File: config.mk
export PLATFORM = sky130hd
export DESIGN_NAME = dtc_channel
export DESIGN_NICKNAME = d
export VERILOG_FILES = /design/src/dtc_pkg.sv /design/src/dtc_req_if.sv /design/src/dtc_req_mux.sv /design/src/dtc_channel.sv
export SDC_FILE = /design/constraint.sdc
export NUM_CORES = 1
export LEC_CHECK = 0
export BUFFER_PORTS_ARGS = -buffer_cell sky130_fd_sc_hd__buf_2
export CAP_MARGIN = 20
export CORE_ASPECT_RATIO = 1.75
export CORE_UTILIZATION = 50
export CTS_CLUSTER_DIAMETER = 200
export DETAILED_ROUTE_END_ITERATION = 8
export HOLD_SLACK_MARGIN = 0.03
export PLACE_DENSITY_LB_ADDON = 0.12
export SLEW_MARGIN = 20
export SYNTH_ARGS = -nofsm -noshare
export SYNTH_HDL_FRONTEND = slang
export SYNTH_SLANG_ARGS = --single-unit
File: constraint.sdc
create_clock -name clk -period 6.55 [get_ports clk]
set_input_delay 0.3275 -clock clk [delete_from_list [all_inputs] [get_ports clk]]
set_output_delay 0.3275 -clock clk [all_outputs]
set_load 0.05 [all_outputs]
File: src/dtc_pkg.sv
// How it works
// - stop bit halts after current atomic transfer
// - completed stop zeroes current count and addresses
// - enable bit gates all request handling
// - no auto reload: enable clears at zero
// - stop set: enable clears after atomic transfer
// - software trigger requests; clears itself on start
// - initial values apply only at count zero
// - other control writes act at once
// - mode bit picks software or hardware trigger
// - source field used only in hardware mode
// - source codes: serial, two spi, two i2c, adc
// - count loads from initial, decrements per transfer
package dtc_pkg;
  localparam logic [7:0] OFS_INIT_SRC = 8'h00;
  localparam logic [7:0] OFS_INIT_DST = 8'h04;
  localparam logic [7:0] OFS_CONFIG = 8'h08;
  localparam logic [7:0] OFS_STATUS = 8'h14;
  localparam logic [7:0] OFS_CUR_SRC = 8'h18;
  localparam logic [7:0] OFS_CUR_DST = 8'h1C;
  localparam logic [7:0] OFS_TRIG_CTL = 8'h20;
  localparam logic [7:0] OFS_REQ_SEL = 8'h24;
  localparam int BIT_TRIG = 0;
  localparam int BIT_ON = 1;
  localparam int BIT_STOP = 2;
  localparam int BIT_MODE = 0;
  localparam int BIT_RELOAD = 22;
  localparam int BIT_BUSY = 20;
  localparam int CNT_W = 20;
  localparam int ADR_W = 31;
  localparam logic [4:0] SRC_RESET = 5'h00;
  localparam logic [19:0] CNT_RESET = 20'h00000;
  localparam logic [30:0] ADR_RESET = 31'h00000000;
  localparam logic [30:0] ADR_STEP = 31'h00000004;
  typedef enum logic [0:0] {
    DTC_IDLE = 1'h0,
    DTC_BUSY = 1'h1
  } dtc_state_t;
  // defined peripheral request codes; all others are reserved
  function automatic logic srcValid(input logic [4:0] code);
    srcValid = (code <= 5'h01) || (code >= 5'h0A && code <= 5'h0D) ||
               (code >= 5'h12 && code <= 5'h16);
  endfunction : srcValid
endpackage : dtc_pkg

File: src/dtc_req_if.sv
`timescale 1ns/1ps
`default_nettype none
interface dtc_req_if #(parameter int NREQ = 32);
  logic [NREQ-1:0] hwReq;
  logic [4:0] srcSel;
  logic modeHw;
  logic armed;
  logic selReq;
  modport mux (input hwReq, input srcSel, input modeHw, input armed, output selReq);
  modport ctl (output hwReq, output srcSel, output modeHw, output armed, input selReq);
endinterface : dtc_req_if
`default_nettype wire

File: src/dtc_req_mux.sv
`timescale 1ns/1ps
`default_nettype none
module dtc_req_mux (
  dtc_req_if.mux rq
);
  // a line is only seen while the channel can take it, nothing is latched
  always_comb begin
    rq.selReq = rq.armed && rq.modeHw && dtc_pkg::srcValid(rq.srcSel) &&
                rq.hwReq[rq.srcSel];
  end
endmodule : dtc_req_mux
`default_nettype wire

File: src/dtc_channel.sv
// Added by the designer: the Wishbone interface to the registers.
`timescale 1ns/1ps
`default_nettype none
module dtc_channel #(
  parameter int NREQ = 32
) (
  input wire logic clk,
  input wire logic nrst,
  input wire logic wbCyc,
  input wire logic wbStb,
  input wire logic wbWe,
  input wire logic [7:0] wbAdr,
  input wire logic [3:0] wbSel,
  input wire logic [31:0] wbDatI,
  output logic [31:0] wbDatO,
  output logic wbAck,
  input wire logic [NREQ-1:0] hwReq,
  input wire logic xferDone,
  output logic xferReq,
  output logic chanOn,
  output logic autoReload,
  output logic [19:0] curCount,
  output logic [30:0] curSrcAddr,
  output logic [30:0] curDstAddr
);
  typedef struct packed {
    logic ack;
    logic [31:0] rdat;
    logic [30:0] initSrc;
    logic [30:0] initDst;
    logic [19:0] cfgCount;
    logic reload;
    logic on;
    logic stop;
    logic trig;
    logic modeHw;
    logic [4:0] srcSel;
    logic [19:0] cnt;
    logic [30:0] curSrc;
    logic [30:0] curDst;
    logic xfer;
    dtc_pkg::dtc_state_t state;
  } dtc_regs_t;

  dtc_regs_t s_ff;
  dtc_regs_t nxt_s;
  logic access;
  logic wrTrig;
  logic start;
  logic [19:0] effCount;
  dtc_req_if #(.NREQ(NREQ)) rq ();

  assign rq.hwReq = hwReq;
  assign rq.srcSel = s_ff.srcSel;
  assign rq.modeHw = s_ff.modeHw;
  assign rq.armed = s_ff.on && !s_ff.stop && (s_ff.state == dtc_pkg::DTC_IDLE);

  dtc_req_mux u_mux (
    .rq(rq)
  );

  function automatic logic [31:0] merge(input logic [31:0] old, input logic [31:0] wd,
                                        input logic [3:0] sel);
    logic [31:0] r;
    r = old;
    for (int i = 0; i < 4; i++) begin
      if (sel[i]) begin
        r[i*8 +: 8] = wd[i*8 +: 8];
      end
    end
    merge = r;
  endfunction : merge

  assign access = wbCyc && wbStb && !s_ff.ack;
  assign wrTrig = access && wbWe && (wbAdr == dtc_pkg::OFS_TRIG_CTL);
  // a fresh run takes the initial values only once the current count is spent
  assign effCount = (s_ff.cnt == dtc_pkg::CNT_RESET) ? s_ff.cfgCount : s_ff.cnt;
  assign start = (s_ff.state == dtc_pkg::DTC_IDLE) && s_ff.on && !s_ff.stop &&
                 (effCount != dtc_pkg::CNT_RESET) &&
                 (s_ff.modeHw ? rq.selReq : s_ff.trig);

  always_comb begin
    logic [31:0] cur;
    logic [31:0] w;
    cur = 32'h00000000;
    w = 32'h00000000;
    nxt_s = s_ff;
    nxt_s.ack = access;
    unique case (s_ff.state)
      dtc_pkg::DTC_IDLE: begin
        if (s_ff.stop) begin
          // nothing in flight, so the stop is immediate
          nxt_s.on = 1'b0;
          nxt_s.stop = 1'b0;
          nxt_s.cnt = dtc_pkg::CNT_RESET;
          nxt_s.curSrc = dtc_pkg::ADR_RESET;
          nxt_s.curDst = dtc_pkg::ADR_RESET;
        end else if (start) begin
          nxt_s.trig = 1'b0;
          if (s_ff.cnt == dtc_pkg::CNT_RESET) begin
            nxt_s.cnt = s_ff.cfgCount;
            nxt_s.curSrc = s_ff.initSrc;
            nxt_s.curDst = s_ff.initDst;
          end
          nxt_s.xfer = 1'b1;
          nxt_s.state = dtc_pkg::DTC_BUSY;
        end
      end
      dtc_pkg::DTC_BUSY: begin
        if (xferDone) begin
          nxt_s.xfer = 1'b0;
          nxt_s.state = dtc_pkg::DTC_IDLE;
          if (s_ff.stop) begin
            nxt_s.on = 1'b0;
            nxt_s.stop = 1'b0;
            nxt_s.cnt = dtc_pkg::CNT_RESET;
            nxt_s.curSrc = dtc_pkg::ADR_RESET;
            nxt_s.curDst = dtc_pkg::ADR_RESET;
          end else begin
            nxt_s.cnt = s_ff.cnt - 20'h00001;
            nxt_s.curSrc = s_ff.curSrc + dtc_pkg::ADR_STEP;
            nxt_s.curDst = s_ff.curDst + dtc_pkg::ADR_STEP;
            if (s_ff.cnt == 20'h00001 && !s_ff.reload) begin
              nxt_s.on = 1'b0;
            end
          end
        end
      end
    endcase
    if (access) begin
      unique case (wbAdr)
        dtc_pkg::OFS_INIT_SRC: cur = {1'b0, s_ff.initSrc};
        dtc_pkg::OFS_INIT_DST: cur = {1'b0, s_ff.initDst};
        dtc_pkg::OFS_CONFIG: cur = {9'h000, s_ff.reload, 2'h0, s_ff.cfgCount};
        dtc_pkg::OFS_STATUS: cur = {11'h000, s_ff.state == dtc_pkg::DTC_BUSY, s_ff.cnt};
        dtc_pkg::OFS_CUR_SRC: cur = {1'b0, s_ff.curSrc};
        dtc_pkg::OFS_CUR_DST: cur = {1'b0, s_ff.curDst};
        dtc_pkg::OFS_TRIG_CTL: cur = {29'h00000000, s_ff.stop, s_ff.on, s_ff.trig};
        dtc_pkg::OFS_REQ_SEL: cur = {26'h0000000, s_ff.srcSel, s_ff.modeHw};
        default: cur = 32'h00000000;
      endcase
      nxt_s.rdat = wbWe ? 32'h00000000 : cur;
      w = merge(cur, wbDatI, wbSel);
      // software writes land after the hardware update, so a written 1 wins
      if (wbWe) begin
        unique case (wbAdr)
          dtc_pkg::OFS_INIT_SRC: nxt_s.initSrc = w[30:0];
          dtc_pkg::OFS_INIT_DST: nxt_s.initDst = w[30:0];
          dtc_pkg::OFS_CONFIG: begin
            nxt_s.cfgCount = w[19:0];
            nxt_s.reload = w[dtc_pkg::BIT_RELOAD];
          end
          dtc_pkg::OFS_TRIG_CTL: begin
            nxt_s.trig = w[dtc_pkg::BIT_TRIG] || nxt_s.trig;
            nxt_s.on = w[dtc_pkg::BIT_ON];
            nxt_s.stop = w[dtc_pkg::BIT_STOP] || nxt_s.stop;
          end
          dtc_pkg::OFS_REQ_SEL: begin
            nxt_s.modeHw = w[dtc_pkg::BIT_MODE];
            nxt_s.srcSel = w[5:1];
          end
          default: begin
          end
        endcase
      end
    end else begin
      nxt_s.rdat = 32'h00000000;
    end
  end

  always_ff @(posedge clk or negedge nrst) begin
    if (!nrst) begin
      s_ff <= '{ack: 1'b0, rdat: 32'h00000000, initSrc: dtc_pkg::ADR_RESET,
                initDst: dtc_pkg::ADR_RESET, cfgCount: dtc_pkg::CNT_RESET, reload: 1'b0,
                on: 1'b0, stop: 1'b0, trig: 1'b0, modeHw: 1'b0,
                srcSel: dtc_pkg::SRC_RESET, cnt: dtc_pkg::CNT_RESET,
                curSrc: dtc_pkg::ADR_RESET, curDst: dtc_pkg::ADR_RESET, xfer: 1'b0,
                state: dtc_pkg::DTC_IDLE};
    end else begin
      s_ff <= nxt_s;
    end
  end

  assign wbAck = s_ff.ack;
  assign wbDatO = s_ff.rdat;
  assign xferReq = s_ff.xfer;
  assign chanOn = s_ff.on;
  assign autoReload = s_ff.reload;
  assign curCount = s_ff.cnt;
  assign curSrcAddr = s_ff.curSrc;
  assign curDstAddr = s_ff.curDst;
endmodule : dtc_channel
`default_nettype wire

==> out/qor.txt, run 1 <==
worst path arrival time = 4020 ps
logic gate share of total power = 5.1%
initial DRC count = 1004
n_diodes = 0
H-tree depth = 1
crit path time final = 3590 ps
Post-Syn Area = 12200 µm²
area share of the largest cell type after synthesis = 42.5%
clock share of power = 47.3%
Fill cells = 2336
PortBufs = 187
Synth async-reset ratio = 100%
DR DRC count = 0
# setup viols final = 0
Total GRT Usage = 33.3%
min-delay src = wbCyc
Sink Count = 208
CP required = 6970 ps
total CTS buffers = 22
met3 global-route usage = 3.71%
# resized after CTS = 0
Synth Instances = 1374
top_reg_cell synth = dfrtp_1
M1 GR Usage = 35.6%
chip width = 120 µm
Hold Violations, Final = 0
largest net degree at the start of global routing = 96
crit path launch = curCount[0]
synth-to-layout area growth = 7.35%
GRT busiest layer = met2
first-pass GRT wire length = 63.2 mm
max cap viols = 0
drt via density = 6.43
antenna violations before repair = 0
final WL = 41.4 mm
Netlist cell types = 73
syn avg cell area = 8.92 µm²
critical path type = register to register
Slew Viols, Final = 0
Setup WS post-layout = 2960 ps
DR vias = 11000
synthesis-stage register bit count = 208
PD cells = 208 nW/µm²
Synth area leader = dfrtp_1
die area = 25200 µm²
Post-synth top cells = dfrtp_1, nand2_1, o21ai_0, buf_4, nor2_1
layout net count = 1477
syn_nets = 1460
RSZ-0062 raised after global routing = false
Sw Ratio = 23.6%
Worst-path clk slew = 60 ps
Post-synth EDFFs = 0
most frequent cell after synthesis = dfrtp_1
Std-Cell Rows = 75
Seq pwr share = 47.7%
die height = 209 µm
CP max FO = 44
CTS tree = built
fmax = 278 MHz
Avg WL per Cell = 24.2 µm
worst-skew pair later-pin latency = 530 ps
total grt overflow = 0
M2 GR Usage = 58.4%
CP Launch Type = register
post-synthesis sequential area ratio = 42.5%
dpl hpwl = 28.5 mm
dpl ws = 3020 ps
outcome = complete, no violations
worst flop-to-flop path startpoint = curCount[0]
Switch Pwr = 644 µW
Leak = 5.96 nW
slew margin rel. = 28.0%
worst slew pin tran = 1070 ps
Ys Warns = 0
vias in the first global route = 10800
DRT antenna net count = 0
Int Pwr = 2.09 mW
Clock Tree Root = clkbuf_16
total negative slack = 0 ps
Pre-antenna DRT Iters = 6
share of post-route cells with drive strength above 1 = 20.3%
Ports = 200
Longest Clk Path Bufs = 3
synth top area cells = dfrtp_1, buf_4, o21ai_0
Setup crit end kind = register
routability cong. = 0.915
Starting Density = 51.0%
peak supply drop = 0.164 mV
clk_skew = 16.2 ps
fin crit share = 54.8%
core area = 24000 µm²
Min-Delay Path Class = input pin to register
-- critical path, cell delays in order (launching register included) --
cell,delay (ps)
dfrtp_1,520
inv_1,110
ha_1,290
nor3b_1,170
nand4_1,120
o32ai_1,90
a211oi_2,370
and2_2,880
buf_4,570
a22oi_1,170
o21ai_0,180
-- per-layer routing --
metal  vias to the layer above  part of all wire (%)  wire, µm
li1                       4943                     -         -
met1                      5422                    34     14300
met2                       519                    51     21100
met3                       146                   5.6      2330
met4                         0                   9.0      3720
met5                         -                     0         0
-- path summary, 6_finish.rpt --
path / endpoint / slack [ps] / cells past startpoint
hold / removal: wbAck / 40 / 3
setup reg to reg: curSrcAddr[19] / 2960 / 10
max in group asynchronous: wbDatO[10] / 4740 / 3
min in group asynchronous: wbDatO[21] / 410 / 2
hold reg to reg: wbAck / 450 / 1
setup / recovery: curSrcAddr[19] / 2960 / 10
-- state kept, by name, indices dropped and copies added, names as in the netlist --
register    flops
curSrcAddr     31
curDstAddr     31
s_ff           85
wbDatO         31
wbAck           1
rq.modeHw       1
xferReq         1
chanOn          1
rq.srcSel       5
curCount       20
autoReload      1
-- power by group through the flow --
stage	clock network, mW	registers (mW)	logic, mW
global placement	0	1.32	0.137
floorplan	0	1.32	0.0671
global route	1.35	1.30	0.153
CTS	1.31	1.30	0.140
finish	1.29	1.30	0.139
detailed placement	0	1.32	0.139
-- area by class of cell --
type / instances / area (µm²) / area share (%)
tap: 308 / 385 / 2.93
clock buffer: 37 / 688 / 5.23
multi-input combinational: 930 / 5650 / 43.0
inverter: 24 / 91.3 / 0.695
sequential: 208 / 5200 / 39.6
timing repair buffer: 205 / 1090 / 8.26
clock inverter: 3 / 40.0 / 0.304
-- cell families (layout without fill, tap and decap cells) --
family / Yosys count / count (layout) / share of synthesized area, %
other cells: 1 / 1 / 0.0306
simple gates: 434 / 434 / 17.6
compound gates: 461 / 461 / 24.7
xor+xnor: 2 / 2 / 0.143
flops: 208 / 208 / 42.5
mux: 28 / 28 / 2.89
fa+ha+maj: 4 / 4 / 0.409
buf+inv: 236 / 269 / 11.7
-- cells in the final DEF, fill, tap and decap left out, types with 8 or more instances in the layout --
cell | synthesis | layout
a221o_1 | 9 | 9
nor2b_1 | 38 | 38
nor3b_1 | 8 | 8
nor2_1 | 95 | 94
o22ai_1 | 8 | 8
a22oi_1 | 31 | 31
o31ai_1 | 50 | 50
inv_1 | 23 | 23
a22o_1 | 16 | 16
dfrtp_1 | 208 | 208
a21oi_1 | 81 | 81
o21ai_0 | 153 | 153
nor3_1 | 30 | 30
o21ai_1 | 16 | 16
a32oi_1 | 14 | 14
mux2_2 | 9 | 9
nand2_1 | 153 | 152
a221oi_1 | 11 | 11
a31oi_1 | 21 | 21
clkbuf_1 | 52 | 8
a222oi_1 | 15 | 15
buf_2 | 26 | 186
mux2i_1 | 14 | 14
buf_4 | 123 | 16
and4_1 | 8 | 8
nand3_1 | 27 | 26
nor4_1 | 18 | 18
clkbuf_16 | 0 | 23
and3_1 | 13 | 13
-- per-stage QoR --
stage / power, mW / utilization, % / instance area (µm²) / std cells / hold slack (ps)
6_report: 2.73 / 54.7 / 13200 / 1715 / 44.0
5_1_grt: 2.80 / 54.7 / 13200 / 1715 / 56.0
4_1_cts: 2.75 / 54.7 / 13200 / 1715 / 30.8
3_5_place_dp: 1.46 / 51.6 / 12400 / 1673 / 378
3_3_place_gp: 1.46 / 51.6 / 12400 / 1673 / 376
2_1_floorplan: 1.39 / - / 12200 / 1374 / 31.9
-- what timing repair did --
action,4_1_cts,5_1_grt
endpoints found under the setup margin,0,0
hold buffers,2,0
buffers inserted,0,0
hold endpoints to repair,79,0
(Power assumes the default switching activity.)
==> inputs of run 2 (changes only) <==
==> constraint.sdc (replaced) <==
create_clock -name clk -period 3.2 [get_ports clk]
set_input_delay 0.16 -clock clk [delete_from_list [all_inputs] [get_ports clk]]
set_output_delay 0.16 -clock clk [all_outputs]
set_load 0.05 [all_outputs]
==> run 2 against run 1 <==
Net effect:
- power increased by 100%
- critical path type unchanged
- core utilization rose by 2.4 points
- clock power rose by 95%
- combinational power increased by 130%
- non-clock buffer count is 59 higher
- sequential cell count is the same
- maximum frequency is 26% higher
- routed wire length is 2.4% higher
- register-to-register slack got worse by 2600 ps
- largest power group unchanged
- sequential share of layout area decreased by 1.6 points
- worst setup slack got worse by 2600 ps
==> out/qor.txt, run 2 (synthesis results as in run 1) <==
worst-skew pair later-pin latency = 530 ps
RR Endpoint = curDstAddr[4]
Top reg by flops = s_ff
critical path type = register to register
Worst-path clk slew = 70 ps
Hold Crit Depth = 3
final WL = 42.4 mm
most frequent cells in the layout = dfrtp_1, buf_2, nand2_1, o21ai_0, nor2_1
core area = 24000 µm²
first-pass GRT wire length = 64.7 mm
Crit path top cell by count = o21ai_0
CP Launch Type = register
crit path time final = 2850 ps
PortBufs = 187
Ports = 200
antenna violations before repair = 0
total CTS buffers = 22
DR vias = 11300
Reg2Reg Setup Slack = 350 ps
DR DRC count = 0
Avg WL per Cell = 24.0 µm
worst-path cell chain = inv_1, ha_1, or3b_2, nor4_4, nand3_2, clkinv_2, a41oi_4, buf_12, o21ai_0, o21ai_0
H-tree depth = 1
dpl ws = 378 ps
dpl hpwl = 30.0 mm
Total GRT Usage = 34.1%
Critical path buffers and inverters = 3
drt via density = 6.38
Top delay family on crit path = simple AND/OR/NAND/NOR gates
chip width = 120 µm
min-delay src = wbDatI[4]
Setup WS post-layout = 353 ps
Leak = 6.25 nW
worst path arrival time = 3220 ps
CP max FO = 108
peak supply drop = 0.329 mV
total negative slack = 0 ps
vias in the first global route = 11200
Post-Route Utilization = 57.1%
die area = 25200 µm²
Std-Cell Rows = 75
PD cells = 400 nW/µm²
Setup crit end kind = register
commonest non-fill, non-tap cell in the layout = dfrtp_1
slowest CP cell = or3b_2
Longest Clk Path Bufs = 3
outcome = complete, no violations
largest net degree at the start of global routing = 109
clk_skew = 18.6 ps
worst flop-to-flop path startpoint = curCount[1]
total grt overflow = 0
synth-to-layout area growth = 12.0%
Sink Count = 208
# setup viols final = 0
share of post-route cells with drive strength above 1 = 21.8%
fin crit share = 89.0%
worst hold endpoint = s_ff[98]
R2R depth = 10
max cap viols = 0
routability cong. = 0.913
DRT antenna net count = 0
CTS tree = built
Starting Density = 51.0%
Non-Filler Instances = 1769
WHS = 35.9 ps
placed insts = 1710
max FFs per register = 85
Pre-antenna DRT Iters = 9
Min-Delay Path Class = input pin to register
RSZ-0062 raised after global routing = false
Hold Violations, Final = 0
layout net count = 1536
CP required = 3570 ps
fmax = 351 MHz
n_diodes = 0
slew margin rel. = 41.3%
initial DRC count = 974
die height = 209 µm
CP peak stage delay = 550 ps
Slew Viols, Final = 0
worst slew pin tran = 880 ps
Clock Tree Root = clkbuf_16
==> run 2: cell count changes in the layout (fill, tap and decap cells not counted), sizes merged <==
cell | previous run | this run
buf | 203 | 240
clkbuf | 37 | 30
clkinv | 3 | 5
dlygate4sd3 | 2 | 24
==> run 2: worst register-to-register path, cell delays in order, from the launching register on <==
cell      delay [ps]
dfrtp_1          450
inv_1            130
ha_1             300
or3b_2           550
nor4_4           220
nand3_2          140
clkinv_2         100
a41oi_4          140
buf_12           250
o21ai_0          290
o21ai_0          120
==> run 2: layer usage <==
metal / part of all wire [%] / wire, µm / GRT usage, %
met1: 34 / 14400 / 36.2
met2: 49 / 20900 / 57.3
met3: 5.7 / 2410 / 4.42
met4: 11 / 4720 / 33.0
met5: 0 / 0 / 0
==> run 2: metrics by stage <==
step,area (µm²),power (mW)
after floorplan,12200,2.84
after global placement,12800,3.00
after detailed placement,12800,3.00
after CTS,13700,5.52
after global routing,13700,5.64
final,13700,5.49
==> run 2: power breakdown <==
group	leakage [nW]	switching, mW	total, mW	internal [mW]
clock network	0.334	1.08	2.51	1.43
registers	2.89	0.0207	2.66	2.64
logic	3.02	0.202	0.313	0.111
total	6.25	1.31	5.49	4.18
==> run 2: how the worst max path moves through the flow <==
stage	start	end	slack, ps	depth (start not counted)
final	curCount[1]	curDstAddr[4]	350	10
after global routing	curCount[1]	curDstAddr[6]	140	10
after CTS	rq.srcSel[0]	curSrcAddr[2]	350	8
after detailed placement	rq.srcSel[0]	curSrcAddr[2]	380	8
after global placement	rq.srcSel[0]	curSrcAddr[2]	380	8
after floorplan	curCount[0]	curCount[10]	700	11
==> run 2: final cells by class <==
cell class                      count  area [µm²]
Timing Repair Buffer              264        1710
Tap cell                          308         385
Multi-Input combinational cell    930        5650
Inverter                           24        91.3
Clock buffer                       30         622
Sequential cell                   208        5200
Clock inverter                      5        53.8
Fill cell                        2243       10300
==> run 2: timing repair <==
item / 4_1_cts / 5_1_grt
resized for setup: 0 / 0
setup endpoints to repair: 0 / 0
hold buffers: 24 / 0
buffers inserted: 0 / 0
hold endpoints to repair: 103 / 0
